## src/uls_defs.svh

```systemverilog
// register offsets, field positions and reset values of the line/modem status block
`ifndef ULS_DEFS_SVH
`define ULS_DEFS_SVH

// ---------------------------------------------------------------
// byte offsets on the register bus
// ---------------------------------------------------------------
`define ULS_OFS_FIFO_CTRL   5'h08
`define ULS_OFS_MODEM_CTRL  5'h10
`define ULS_OFS_LINE_STAT   5'h14
`define ULS_OFS_MODEM_STAT  5'h18

// ---------------------------------------------------------------
// fifo_control_reg fields
// ---------------------------------------------------------------
`define ULS_FC_ENABLE       0
`define ULS_FC_RX_RESET     1

// ---------------------------------------------------------------
// modem_control fields
// ---------------------------------------------------------------
`define ULS_MC_DTR          0
`define ULS_MC_RTS          1
`define ULS_MC_RING         2
`define ULS_MC_IRQ_EN       3
`define ULS_MC_LOOP         4
`define ULS_MC_W            5

// ---------------------------------------------------------------
// per-character error tag fields
// ---------------------------------------------------------------
`define ULS_TAG_PARITY      0
`define ULS_TAG_FRAMING     1
`define ULS_TAG_SILENT      2

// ---------------------------------------------------------------
// reset values
// ---------------------------------------------------------------
`define ULS_MC_RESET        5'h00
`define ULS_LS_RESET        8'h60

`endif

```

## src/uls_pkg.sv

```systemverilog
// types shared by the line/modem status block
package uls_pkg;

    // receive buffering mode
    typedef enum logic {ULS_UNBUF, ULS_BUF} uls_mode_t;

    // error tag carried with each received character
    typedef logic [2:0] uls_tag_t;

endpackage : uls_pkg

```

## src/uls_modem_in.sv

```systemverilog
// modem input sampler with sticky change flags
`timescale 1ns/1ns
module uls_modem_in #(
    parameter int         N         = 4,
    parameter logic [3:0] TRAIL_MSK = 4'b0100
) (
    // clock and reset
    input  wire logic         clk_i,
    input  wire logic         rst_i,
    // active-low inputs, already muxed for loopback
    input  wire logic [N-1:0] pin_n_i,
    // read of the status register
    input  wire logic         clr_i,
    // current state and change flags
    output logic      [N-1:0] state_o,
    output logic      [N-1:0] chg_o
);

    logic [N-1:0] pin_q_reg;
    logic [N-1:0] chg_reg;
    logic         vld_reg;
    logic [N-1:0] evt;

    // ---------------------------------------------------------------
    // edge detection per input
    // ---------------------------------------------------------------
    genvar g;
    generate
        for (g = 0; g < N; g++)
        begin : g_in
            if (TRAIL_MSK[g])
            begin : g_trail
                // only low-to-high of the pin counts here
                assign evt[g] = vld_reg & pin_n_i[g] & ~pin_q_reg[g];
            end
            else
            begin : g_tog
                assign evt[g] = vld_reg & (pin_n_i[g] ^ pin_q_reg[g]);
            end
        end
    endgenerate

    // first sample after reset has no history, so it never flags
    always_ff @(posedge clk_i)
    begin
        if (rst_i)
        begin
            pin_q_reg <= '1;
            chg_reg   <= '0;
            vld_reg   <= 1'b0;
        end
        else
        begin
            pin_q_reg <= pin_n_i;
            vld_reg   <= 1'b1;
            chg_reg   <= evt | (chg_reg & ~{N{clr_i}});
        end
    end

    // status reads as the complement of the active-low pins
    assign state_o = ~pin_q_reg;
    assign chg_o   = chg_reg;

endmodule : uls_modem_in

```

## src/uls_top.sv

```systemverilog
// line status, modem control and modem status of a serial port
// ---------------------------------------------------------------
// Overview of operation
// - fifo error flag only in buffered mode
// - status read clears it once errors gone
// - idle flag needs shift and holding empty
// - holding-empty sets on move, clears on write
// - holding-empty with enable raises interrupt; code raises it only when the flag sets while enabled
// - silent line for char time sets flag
// - missing stop bit sets framing flag
// - wrong parity sets parity flag
// - unread character overwritten sets overrun flag
// - data ready while any character waits
// - buffered error flags follow fifo head
// - loopback: output high, input ignored, outputs off
// - loopback feeds modem inputs from control bits
// - interrupt driven only while enabled
// - rts and dtr pins are inverted bits
// - status bits complement pins or loop bits
// - toggle flags for carrier, ready, clear
// - ring trailing edge flag on rise
// - fifo enable bit selects buffered mode
// ---------------------------------------------------------------
//
// Decided for this implementation: register access over Wishbone and the placing of the registers.
`timescale 1ns/1ns
`include "uls_defs.svh"
module uls_top
    import uls_pkg::*;
#(
    parameter int DEPTH = 16
) (
    // clock and reset
    input  wire logic        clk_i,
    input  wire logic        rst_i,
    // wishbone slave
    input  wire logic        wb_cyc_i,
    input  wire logic        wb_stb_i,
    input  wire logic        wb_we_i,
    input  wire logic [4:0]  wb_adr_i,
    input  wire logic [3:0]  wb_sel_i,
    input  wire logic [31:0] wb_dat_i,
    output logic      [31:0] wb_dat_o,
    output logic             wb_ack_o,
    // receiver side
    input  wire logic        rx_push_i,
    input  wire logic        rx_par_err_i,
    input  wire logic        rx_frm_err_i,
    input  wire logic        rx_pop_i,
    input  wire logic [15:0] char_clks_i,
    // transmitter side
    input  wire logic        tx_write_i,
    input  wire logic        tx_load_i,
    input  wire logic        tx_fifo_empty_i,
    input  wire logic        tx_shift_empty_i,
    input  wire logic        tx_serial_i,
    // interrupt side
    input  wire logic        holding_empty_irq_enable_i,
    input  wire logic        uart_irq_i,
    // pins
    input  wire logic        serial_in_i,
    input  wire logic        cts_n_i,
    input  wire logic        dsr_n_i,
    input  wire logic        ri_n_i,
    input  wire logic        dcd_n_i,
    output logic             serial_out_o,
    output logic             rts_n_o,
    output logic             dtr_n_o,
    output logic             irq_o,
    output logic             irq_oe_o,
    // to receiver and interrupt logic
    output logic             rx_serial_o,
    output logic             data_ready_o,
    output logic             holding_empty_o
);

    localparam int CW = $clog2(DEPTH + 1);
    localparam int PW = $clog2(DEPTH);

    // ---------------------------------------------------------------
    // bus decode
    // ---------------------------------------------------------------
    wire bus_req = wb_cyc_i & wb_stb_i & ~wb_ack_o;
    wire bus_wr  = bus_req & wb_we_i & wb_sel_i[0];
    wire bus_rd  = bus_req & ~wb_we_i;
    wire hit_fc  = wb_adr_i == `ULS_OFS_FIFO_CTRL;
    wire hit_mc  = wb_adr_i == `ULS_OFS_MODEM_CTRL;
    wire hit_ls  = wb_adr_i == `ULS_OFS_LINE_STAT;
    wire hit_ms  = wb_adr_i == `ULS_OFS_MODEM_STAT;
    wire ls_rd   = bus_rd & hit_ls;
    wire ms_rd   = bus_rd & hit_ms;

    logic [`ULS_MC_W-1:0] mc_reg;
    logic                 fc_en_reg;

    // mode switch flushes the shadow queue, like an rx reset
    wire fc_wr    = bus_wr & hit_fc;
    wire rx_flush = fc_wr & (wb_dat_i[`ULS_FC_RX_RESET]
                    | (wb_dat_i[`ULS_FC_ENABLE] != fc_en_reg));
    uls_mode_t mode;
    assign mode = fc_en_reg ? ULS_BUF : ULS_UNBUF;
    wire buf_m  = mode == ULS_BUF;
    wire loop_m = mc_reg[`ULS_MC_LOOP];

    // control registers; only byte lane 0 carries data
    always_ff @(posedge clk_i)
    begin
        if (rst_i)
        begin
            mc_reg    <= `ULS_MC_RESET;
            fc_en_reg <= 1'b0;
        end
        else
        begin
            if (bus_wr & hit_mc)
                mc_reg <= wb_dat_i[`ULS_MC_W-1:0];
            if (fc_wr)
                fc_en_reg <= wb_dat_i[`ULS_FC_ENABLE];
        end
    end

    // ---------------------------------------------------------------
    // silent line detector
    // ---------------------------------------------------------------
    logic [15:0] sil_cnt_reg;
    logic        brk_pend_reg;

    // loopback isolates the pin and feeds the receiver internally
    wire line_w  = loop_m ? tx_serial_i : serial_in_i;
    wire sil_inc = ~rx_serial_o & (sil_cnt_reg != char_clks_i);
    wire brk_evt = ~rx_serial_o & ((sil_cnt_reg + 16'h0001) == char_clks_i);

    always_ff @(posedge clk_i)
    begin
        if (rst_i)
        begin
            rx_serial_o <= 1'b1;
            sil_cnt_reg <= 16'h0000;
        end
        else
        begin
            rx_serial_o <= line_w;
            if (rx_serial_o)
                sil_cnt_reg <= 16'h0000;
            else if (sil_inc)
                sil_cnt_reg <= sil_cnt_reg + 16'h0001;
        end
    end

    // ---------------------------------------------------------------
    // shadow of the receive queue: one error tag per character
    // ---------------------------------------------------------------
    uls_tag_t       tag_mem [DEPTH];
    logic [PW-1:0]  wp_reg;
    logic [PW-1:0]  rp_reg;
    logic [CW-1:0]  cnt_reg;
    logic [CW-1:0]  ecnt_reg;

    // unbuffered mode is a queue of one that overwrites
    wire [CW-1:0] cap_w   = buf_m ? CW'(DEPTH) : CW'(1);
    wire          full_w  = cnt_reg == cap_w;
    wire          pop_w   = rx_pop_i & (cnt_reg != '0);
    wire          st_w    = rx_push_i & (~full_w | pop_w);
    wire          ovr_w   = rx_push_i & full_w & ~pop_w;
    wire          ow_w    = ovr_w & ~buf_m;
    uls_tag_t     ptag;
    assign ptag = {brk_pend_reg | brk_evt, rx_frm_err_i, rx_par_err_i};
    wire          perr_w  = |ptag;
    uls_tag_t     head_t;
    assign head_t = tag_mem[rp_reg];
    wire          herr_w  = |head_t;
    wire [PW-1:0] rp_nx   = rp_reg + PW'(1);
    wire          e_inc   = (st_w | ow_w) & perr_w;
    wire          e_dec   = (pop_w | ow_w) & herr_w;
    wire [CW-1:0] cnt_next  = cnt_reg + CW'(st_w) - CW'(pop_w);
    wire [CW-1:0] ecnt_next = ecnt_reg + CW'(e_inc) - CW'(e_dec);

    // tag storage has no reset; pointers gate every read
    always_ff @(posedge clk_i)
    begin
        if (st_w)
            tag_mem[wp_reg] <= ptag;
        else if (ow_w)
            tag_mem[rp_reg] <= ptag;
    end

    always_ff @(posedge clk_i)
    begin
        if (rst_i | rx_flush)
        begin
            wp_reg   <= '0;
            rp_reg   <= '0;
            cnt_reg  <= '0;
            ecnt_reg <= '0;
        end
        else
        begin
            if (st_w)
                wp_reg <= wp_reg + PW'(1);
            if (pop_w)
                rp_reg <= rp_nx;
            cnt_reg  <= cnt_next;
            ecnt_reg <= ecnt_next;
        end
    end

    // a pending silent line rides on the next stored character
    always_ff @(posedge clk_i)
    begin
        if (rst_i)
            brk_pend_reg <= 1'b0;
        else
            brk_pend_reg <= (brk_evt & buf_m) | (brk_pend_reg & ~(st_w | ow_w));
    end

    // ---------------------------------------------------------------
    // line status flags
    // ---------------------------------------------------------------
    // the flags follow whichever character becomes the head
    wire load_new = (st_w & ((cnt_reg == '0) | (pop_w & (cnt_reg == CW'(1))))) | ow_w;
    wire load_nxt = pop_w & (cnt_reg > CW'(1));
    uls_tag_t hd_set;
    assign hd_set = load_new ? ptag
                  : load_nxt ? tag_mem[rp_nx]
                  : 3'b000;
    uls_tag_t brk_set;
    assign brk_set = {brk_evt & ~buf_m, 2'b00};

    uls_tag_t fl_reg;
    logic     ovr_reg;
    logic     ferr_reg;
    logic     he_reg;
    logic     txe_d_reg;
    logic     thp_reg;

    // set wins over a clearing read in the same cycle
    always_ff @(posedge clk_i)
    begin
        if (rst_i | rx_flush)
        begin
            fl_reg   <= 3'b000;
            ovr_reg  <= 1'b0;
            ferr_reg <= 1'b0;
        end
        else
        begin
            fl_reg   <= hd_set | brk_set | (fl_reg & ~{3{ls_rd}});
            ovr_reg  <= ovr_w | (ovr_reg & ~ls_rd);
            ferr_reg <= buf_m & ((ecnt_next != '0) | (ferr_reg & ~ls_rd));
        end
    end

    // ---------------------------------------------------------------
    // transmit status and holding-empty interrupt
    // ---------------------------------------------------------------
    wire he_set = buf_m ? (tx_fifo_empty_i & ~txe_d_reg) : tx_load_i;
    wire idle_w = tx_shift_empty_i & (buf_m ? tx_fifo_empty_i : he_reg);

    always_ff @(posedge clk_i)
    begin
        if (rst_i)
        begin
            he_reg    <= 1'b1;
            txe_d_reg <= 1'b1;
            thp_reg   <= 1'b0;
        end
        else
        begin
            txe_d_reg <= tx_fifo_empty_i;
            he_reg    <= he_set | (he_reg & ~tx_write_i);
            thp_reg   <= holding_empty_irq_enable_i
                         & ((he_set) | (thp_reg & ~tx_write_i));
        end
    end

    // ---------------------------------------------------------------
    // modem inputs, loopback steering
    // ---------------------------------------------------------------
    logic [3:0] pin_n;
    logic [3:0] ms_state;
    logic [3:0] ms_chg;

    // order: carrier, ring, set ready, clear to send
    assign pin_n = loop_m ? ~{mc_reg[`ULS_MC_IRQ_EN], mc_reg[`ULS_MC_RING],
                              mc_reg[`ULS_MC_DTR], mc_reg[`ULS_MC_RTS]}
                          : {dcd_n_i, ri_n_i, dsr_n_i, cts_n_i};

    uls_modem_in #(
        .N         (4),
        .TRAIL_MSK (4'b0100)
    ) u_modem_in (
        .clk_i   (clk_i),
        .rst_i   (rst_i),
        .pin_n_i (pin_n),
        .clr_i   (ms_rd),
        .state_o (ms_state),
        .chg_o   (ms_chg)
    );

    // ---------------------------------------------------------------
    // pins and interrupt output
    // ---------------------------------------------------------------
    always_ff @(posedge clk_i)
    begin
        if (rst_i)
        begin
            serial_out_o    <= 1'b1;
            rts_n_o         <= 1'b1;
            dtr_n_o         <= 1'b1;
            irq_o           <= 1'b0;
            irq_oe_o        <= 1'b0;
            data_ready_o    <= 1'b0;
            holding_empty_o <= 1'b1;
        end
        else
        begin
            serial_out_o    <= loop_m | tx_serial_i;
            rts_n_o         <= loop_m | ~mc_reg[`ULS_MC_RTS];
            dtr_n_o         <= loop_m | ~mc_reg[`ULS_MC_DTR];
            irq_o           <= mc_reg[`ULS_MC_IRQ_EN] & (uart_irq_i | thp_reg);
            irq_oe_o        <= mc_reg[`ULS_MC_IRQ_EN];
            // a flush empties the queue, so data ready must drop with it
            data_ready_o    <= ~rx_flush & (cnt_next != '0);
            holding_empty_o <= he_set | (he_reg & ~tx_write_i);
        end
    end

    // ---------------------------------------------------------------
    // read mux and acknowledge
    // ---------------------------------------------------------------
    wire [7:0] ls_val = {ferr_reg, idle_w, he_reg, fl_reg, ovr_reg,
                         cnt_reg != '0};
    wire [7:0] ms_val = {ms_state, ms_chg};
    wire [7:0] rd_val = hit_ls ? ls_val
                      : hit_ms ? ms_val
                      : hit_mc ? {3'b000, mc_reg}
                      : hit_fc ? {7'h00, fc_en_reg}
                      : 8'h00;

    // one wait state; unmapped reads answer zero
    always_ff @(posedge clk_i)
    begin
        if (rst_i)
        begin
            wb_ack_o <= 1'b0;
            wb_dat_o <= 32'h0000_0000;
        end
        else
        begin
            wb_ack_o <= bus_req;
            if (bus_rd)
                wb_dat_o <= {24'h00_0000, rd_val};
        end
    end

    // ---------------------------------------------------------------
    // checks
    // ---------------------------------------------------------------
    AST_FERR_UNBUF: assert property (@(posedge clk_i) disable iff (rst_i)
        !fc_en_reg && !$past(fc_en_reg) |-> !ferr_reg)
        else $error("fifo error flag set in unbuffered mode");

    AST_HE_CLR: assert property (@(posedge clk_i) disable iff (rst_i)
        tx_write_i && !he_set |=> !he_reg && !holding_empty_o)
        else $error("holding empty not cleared by write");

    AST_OVR: assert property (@(posedge clk_i) disable iff (rst_i)
        ovr_w && !rx_flush |=> ovr_reg ##1 (ovr_reg || $past(ls_rd)))
        else $error("overrun not flagged");

    AST_DR: assert property (@(posedge clk_i) disable iff (rst_i)
        data_ready_o == (cnt_reg != '0))
        else $error("data ready disagrees with queue");

    AST_PAR_CLR: assert property (@(posedge clk_i) disable iff (rst_i)
        ls_rd && !hd_set[0] |=> !fl_reg[0])
        else $error("parity flag survived status read");

    AST_LOOP_PINS: assert property (@(posedge clk_i) disable iff (rst_i)
        loop_m |=> serial_out_o && rts_n_o && dtr_n_o)
        else $error("loopback left a pin active");

    AST_RTS: assert property (@(posedge clk_i) disable iff (rst_i)
        !loop_m |=> rts_n_o == !$past(mc_reg[`ULS_MC_RTS]))
        else $error("request pin not inverse of bit");

    AST_IRQ_OFF: assert property (@(posedge clk_i) disable iff (rst_i)
        !mc_reg[`ULS_MC_IRQ_EN] |=> !irq_o && !irq_oe_o)
        else $error("interrupt driven while disabled");

    AST_LOOP_DSR: assert property (@(posedge clk_i) disable iff (rst_i)
        loop_m && $stable(mc_reg) |=> ms_state[1] == $past(mc_reg[`ULS_MC_DTR]))
        else $error("loopback ready input not fed");

    AST_ACK: assert property (@(posedge clk_i) disable iff (rst_i)
        bus_req |=> wb_ack_o ##1 !wb_ack_o)
        else $error("bus ack not a single cycle");

endmodule : uls_top

```

## config.mk

```make
export PLATFORM = sky130hd
export DESIGN_NAME = uls_top
export DESIGN_NICKNAME = d
export VERILOG_FILES = /design/src/uls_pkg.sv /design/src/uls_modem_in.sv /design/src/uls_top.sv
export VERILOG_INCLUDE_DIRS = /design/src
export SDC_FILE = /design/constraint.sdc
export NUM_CORES = 1
export LEC_CHECK = 0
export ABC_CLOCK_PERIOD_IN_PS = 8560
export BUFFER_PORTS_ARGS = -buffer_cell sky130_fd_sc_hd__clkbuf_2
export CELL_PAD_IN_SITES_DETAIL_PLACEMENT = 1
export CELL_PAD_IN_SITES_GLOBAL_PLACEMENT = 2
export CORE_MARGIN = 10
export CORE_UTILIZATION = 38
export DETAILED_ROUTE_END_ITERATION = 16
export PLACE_DENSITY = 0.88
export SYNTH_ARGS = -nofsm -noshare
export SYNTH_HDL_FRONTEND = slang
export SYNTH_HIERARCHICAL = 1
export SYNTH_SLANG_ARGS = --single-unit
```

## constraint.sdc

```tcl
create_clock -name clk_i -period 8.56 [get_ports clk_i]
set_clock_uncertainty 0.05 [all_clocks]
set_input_delay 1.712 -clock clk_i [delete_from_list [all_inputs] [get_ports clk_i]]
set_output_delay 1.712 -clock clk_i [all_outputs]
set_load 0.01 [all_outputs]
```

==> flow_summary.yaml, run 1 <==
status:
  status: "complete, no violations"
detailed_routing:
  wl_per_cell_um: 18.3
  routed_wl_um: 17000
  drtIter0Drc: 244
  dr_total_vias: 4820
  vias_per_cell: 5.21
  ant_nets: 0
  drc: 0
  dr.pass1.iters: 5
cts:
  ctsResizeCount: 0
  cts_buffers: 17
  clockBufferDepth: 2
  hold_buffers: 0
  root_buffer: "clkbuf_16"
  insertion_delay_ns: 0.43
  clk_pin_slew_ns: 0.06
  cts_num_sinks: 126
  cts_tree: "done"
  postCtsSetupRepairBufs: 0
  cts_max_level: 4
synthesis:
  seq_area_frac_synth_pct: 46.5
  netlist.area_leader.share_pct: 24.2
  avgSynthCellArea_um2: 10.1
  syn_inst: 640
  synth_seq_cells: 126
  netlist_area_um2: 6460
  yosysUniqueCellTypes: 66
  ys.flop_type: "dfxtp_1"
  synth_edf_count: 48
  yosys.area.top_type: "dfxtp_1"
  async_flop_share_pct: 0
  yosysWarnings: 6
  ys_top_cells_by_area: "dfxtp_1 (24%), edfxtp_1 (22%), xnor2_1 (6.5%)"
placement:
  hpwl_um: 12400
  gp_congestion: 0.835
  place.port_buffers: 64
sta:
  tightestPinTransition_ns: 0.858
  setup_viol: 0
  finalHoldViolations: 0
  maxSlewViolCount: 0
  setup_tns_ns: 0
  post-route-period-util_pct: 58.4
  fmax_ghz: 0.200
  rsz0062_at_grt: "no"
  hold_ws_ns: 0.379
  relSlewSlack_pct: 42.7
  period_minus_slack_ns: 5.00
cells_and_area:
  syn_to_final_growth_pct: 15.4
  n_antenna_cell: 0
  nFillCells: 1883
  drive_gt1_share_pct: 18.8
  largest_reg_flops: 48
  multi_input_area_um2: 3080
  nets: 789
  fin_util_pct: 44.8
  ff_latch_area_um2: 3000
global_routing:
  grt_max_degree: 36
  grt_util_all_layers_pct: 15.6
  antenna_found_initial: 0
  globalRouteOverflowTotal: 0
  grt_pass1_wl_um: 27900
  grt_pass1_vias: 5317
pwr:
  peakVddDrop_mv: 0.172
  p_leak_uw: 0.00275
  power_density_nw_per_um2: 262
hold_path:
  holdCritPathClass: "reg2reg"
flow_run:
  maxCapViolations: 0
floorplanning:
  dieArea_um2: 22600
  chipWidth_um: 150
  io_pins: 119
  coreArea_um2: 16600
  start_util_pct: 38.8
  die-height_um: 150
  num_rows: 47
setup_path:
  crit_type: "in2reg"
  crit_path_max_fanout: 4
  critPathRequiredTime_ns: 8.84
  critPathCaptureType: "flip-flop"
  cp.arrival_ns: 5.28
  critPathLaunchType: "primary input"
[layout by cell type, fill, tap and decap left out, types with 8 or more instances in the layout]
| master | Yosys | routed |
|---|---|---|
| nor2_1 | 84 | 84 |
| dfxtp_1 | 78 | 78 |
| clkbuf_2 | 0 | 64 |
| xnor2_1 | 48 | 48 |
| edfxtp_1 | 48 | 48 |
| inv_1 | 41 | 41 |
| nand2_1 | 30 | 30 |
| a21oi_1 | 29 | 29 |
| conb_1 | 1 | 24 |
| a211oi_1 | 20 | 20 |
| clkbuf_16 | 0 | 19 |
| nor3_1 | 16 | 16 |
| ha_1 | 16 | 16 |
| mux2i_1 | 15 | 15 |
| mux4_2 | 14 | 14 |
| nand3_1 | 11 | 11 |
| o21ai_0 | 9 | 9 |
| nor2b_1 | 9 | 9 |
| nor4_1 | 9 | 8 |
| xor2_1 | 8 | 8 |
| or2_2 | 8 | 8 |
[metrics by stage]
step	instances	instance area (µm²)	setup slack (ns)	total power, µW
2_1_floorplan	663	6540	3.60	1120
3_3_place_gp	894	6850	3.26	1210
3_5_place_dp	894	6850	3.21	1240
4_1_cts	926	7450	3.58	1970
5_1_grt	926	7450	3.36	2070
6_report	926	7450	3.56	1950
[path summary, 6_finish.rpt]
path / startpoint / endpoint / slack (ns) / cells past startpoint
setup / recovery: char_clks_i[14] / ferr_reg / 3.56 / 17
hold / removal: mc_reg[1] / rts_n_o / 0.38 / 1
setup reg to reg: sil_cnt_reg[0] / ferr_reg / 4.16 / 17
hold reg to reg: mc_reg[1] / rts_n_o / 0.38 / 1
[routing by layer]
| metal | global-route usage, % | part of all wire [%] |
|---|---|---|
| met1 | 18.7 | 43 |
| met3 | 3.36 | 4.6 |
| met2 | 26.4 | 51 |
| met4 | 6.41 | 1.5 |
| met5 | 0 | 0 |
[worst max-delay path: stages]
cell and delay [ns]:
clkbuf_2 0.09, xnor2_1 0.14, or3_1 0.34, a2111oi_2 0.41, o22ai_1 0.16, or4b_4 0.59, a22o_2 0.25, ha_1 0.26
inv_1 0.06, ha_1 0.16, inv_1 0.05, fa_1 0.40, inv_1 0.09, a21o_1 0.11, a21oi_1 0.07, xnor2_1 0.15
a311oi_1 0.25
[synthesized netlist by cell type, types with 2 or more instances]
master     n
nor2_1    84
dfxtp_1   78
edfxtp_1  48
xnor2_1   48
inv_1     41
nand2_1   30
a21oi_1   29
buf_4     24
clkbuf_1  22
a211oi_1  20
ha_1      16
nor3_1    16
mux2i_1   15
mux4_2    14
nand3_1   11
nor2b_1    9
nor4_1     9
o21ai_0    9
or2_2      8
xor2_1     8
a31oi_1    7
buf_2      7
nor3b_1    7
a222oi_1   6
and4_1     5
nand4_1    5
and2_1     4
nand2b_1   4
o32ai_1    4
a21o_1     3
a22oi_1    3
nand3b_1   3
o21a_1     3
or3_1      3
a211o_1    2
and3_1     2
fa_1       2
o22ai_1    2
or3b_2     2
[power breakdown]
| group | switching (µW) | total (µW) | internal [µW] |
|---|---|---|---|
| Sequential | 55.2 | 727 | 672 |
| Combinational | 260 | 493 | 233 |
| Clock | 290 | 728 | 438 |
| Total | 605 | 1950 | 1340 |
[kinds of logic (layout without fill, tap and decap cells)]
kind of cell             after synthesis  in the layout  share of synthesized area (%)
XOR/XNOR                              56             56                           7.60
adder cells (fa/ha/maj)               18             18                           3.72
other                                  1             24                         0.0581
flip-flops                           126            126                           46.5
AO/OA/AOI/OAI                        103            103                           11.2
multiplexers                          29             29                           7.21
AND/OR/NAND/NOR                      211            211                           16.5
buffers and inverters                 96            139                           7.23
[cell type report]
type,count,share of cell area (%)
Timing Repair Buffer,66,4.50
Clock inverter,13,1.70
Clock buffer,19,6.38
Tap cell,220,3.69
Multi-Input combinational cell,441,41.4
Inverter,41,2.07
Sequential cell,126,40.3
Power figures use the tool's default switching activity.
==> run 2: changes to the inputs <==
ABC_CLOCK_PERIOD_IN_PS = 4200   (was 8560)
CORE_UTILIZATION = 32   (was 38)
PLACE_DENSITY = 0.79   (was 0.88)
clock period = 4.2 ns   (was 8.56 ns; I/O delays follow)
==> run 2 against run 1 <==
  * First-iteration DRC count rose by 2.0%
  * Worst setup slack got worse by 3.4 ns
  * Non-clock buffer count rose by 24
  * Combinational power rose by 120%
  * Wire length rose by 3.4%
  * Core utilization fell by 5.6 points
  * Count of clock-buffer cells in the layout fell by 1
  * Via count rose by 2.7%
  * Sequential power rose by 100%
  * Final area rose by 3.4%
  * Clock power rose by 100%
==> flow_summary.yaml, run 2 (synthesized netlist as in run 1, its figures left out) <==
status:
  status: "complete, no violations"
cts:
  clk_pin_slew_ns: 0.06
  root_buffer: "clkbuf_16"
  insertion_delay_ns: 0.42
  hold_buffers: 0
  cts_tree: "done"
  clockBufferDepth: 2
  ctsResizeCount: 0
  cts_num_sinks: 126
  cts_buffers: 17
  postCtsSetupRepairBufs: 0
  cts_max_level: 4
floorplanning:
  coreArea_um2: 19700
  io_pins: 119
  die-height_um: 162
  chipWidth_um: 162
  start_util_pct: 32.9
  num_rows: 51
  dieArea_um2: 26300
detailed_routing:
  drtIter0Drc: 249
  wl_per_cell_um: 17.6
  routed_wl_um: 17600
  drc: 0
  dr.pass1.iters: 4
  dr_total_vias: 4948
  ant_nets: 0
  vias_per_cell: 4.97
placement:
  place.port_buffers: 64
  hpwl_um: 13300
  place_inst: 963
  dpl_cell_area_um2: 7080
  gp_congestion: 0.818
global_routing:
  grt_pass1_wl_um: 28400
  grt_util_all_layers_pct: 13.5
  grt_pass1_vias: 5371
  antenna_found_initial: 0
  globalRouteOverflowTotal: 0
  grt_max_degree: 36
sta:
  relSlewSlack_pct: 41.2
  tightestPinTransition_ns: 0.875
  hold_ws_ns: 0.398
  setup_viol: 0
  finalHoldViolations: 0
  maxSlewViolCount: 0
  post-route-period-util_pct: 95.9
  period_minus_slack_ns: 4.03
  fmax_ghz: 0.248
setup_path:
  cpMostUsedCell: "inv_1"
  critPathCaptureType: "flip-flop"
  crit_type: "reg2reg"
  cp_cell_sequence: "buf_4, and4_1, nand3_2, nor4b_2, o22ai_1, or4b_4, a22o_2, ha_1, inv_1, ha_1, inv_1, fa_1, inv_1, a21o_1, a21oi_1, xnor2_1, a311oi_1"
  critPathRequiredTime_ns: 4.47
  crit_path_max_fanout: 5
  critPathLaunchType: "flip-flop"
  cpPeakStageDelay_ns: 0.52
  critical_path.slowest_cell: "or4b_4"
  cp.arrival_ns: 4.30
cells_and_area:
  syn_to_final_growth_pct: 19.2
  nFillCells: 2269
  final_common_cell: "nor2_1"
  nets: 813
  largest_reg_flops: 48
  most-common-layout-cells: "nor2_1 (84), dfxtp_1 (74), clkbuf_2 (65)"
  drive_gt1_share_pct: 22.7
  n_antenna_cell: 0
  stdcell_count: 995
  design_area_um2: 7700
pwr:
  power_density_nw_per_um2: 522
  peakVddDrop_mv: 0.282
  p_leak_uw: 0.00288
  total_power_uw: 4020
flow_run:
  maxCapViolations: 0
hold_path:
  holdCritPathClass: "reg2reg"
run 2: path summary, 6_finish.rpt:
check            startpoint  endpoint  slack, ns  depth (start not counted)
min               mc_reg[0]   dtr_n_o       0.40                          1
max reg2reg  sil_cnt_reg[1]  ferr_reg       0.17                         17
min reg2reg       mc_reg[0]   dtr_n_o       0.40                          1
max          sil_cnt_reg[1]  ferr_reg       0.17                         17
run 2: cell type report:
cell class | instances | area [µm²] | area share [%]
sequential | 126 | 3010 | 39.1
clock buffer | 18 | 430 | 5.59
clock inverter | 14 | 155 | 2.01
inverter | 41 | 154 | 2.00
tap | 265 | 332 | 4.31
multi-input combinational | 441 | 3110 | 40.3
timing repair buffer | 90 | 515 | 6.69
run 2: metal layers:
layer	share of wire (%)	up-vias	global-route usage, %
li1	-	2389	-
met1	44	2443	16.3
met2	50	98	22.6
met3	4.3	18	3.31
met4	1.5	0	5.13
met5	0	-	0
run 2: critical path: cells and delay by family (launching register included):
family / cells / cell delay (ns)
xor+xnor: 1 / 0.14
flops: 1 / 0.34
compound gates: 5 / 0.87
simple gates: 4 / 1.39
buf+inv: 4 / 0.33
fa+ha+maj: 3 / 0.81
run 2: where the power goes:
| part | total, µW | internal, µW | switching (µW) | leakage, µW |
|---|---|---|---|---|
| Clock | 1470 | 887 | 581 | 0.000292 |
| Sequential | 1460 | 1370 | 86.1 | 0.00108 |
| Combinational | 1090 | 517 | 577 | 0.00151 |
run 2: metrics by stage:
step	setup TNS [ns]	util [%]	setup slack [ns]
after floorplan	0	-	0.113
after global placement	-0.310	36.0	-0.190
after detailed placement	-0.428	36.0	-0.241
after CTS	0	39.0	0.0320
after global routing	-0.0248	39.2	-0.0248
final	0	39.2	0.174
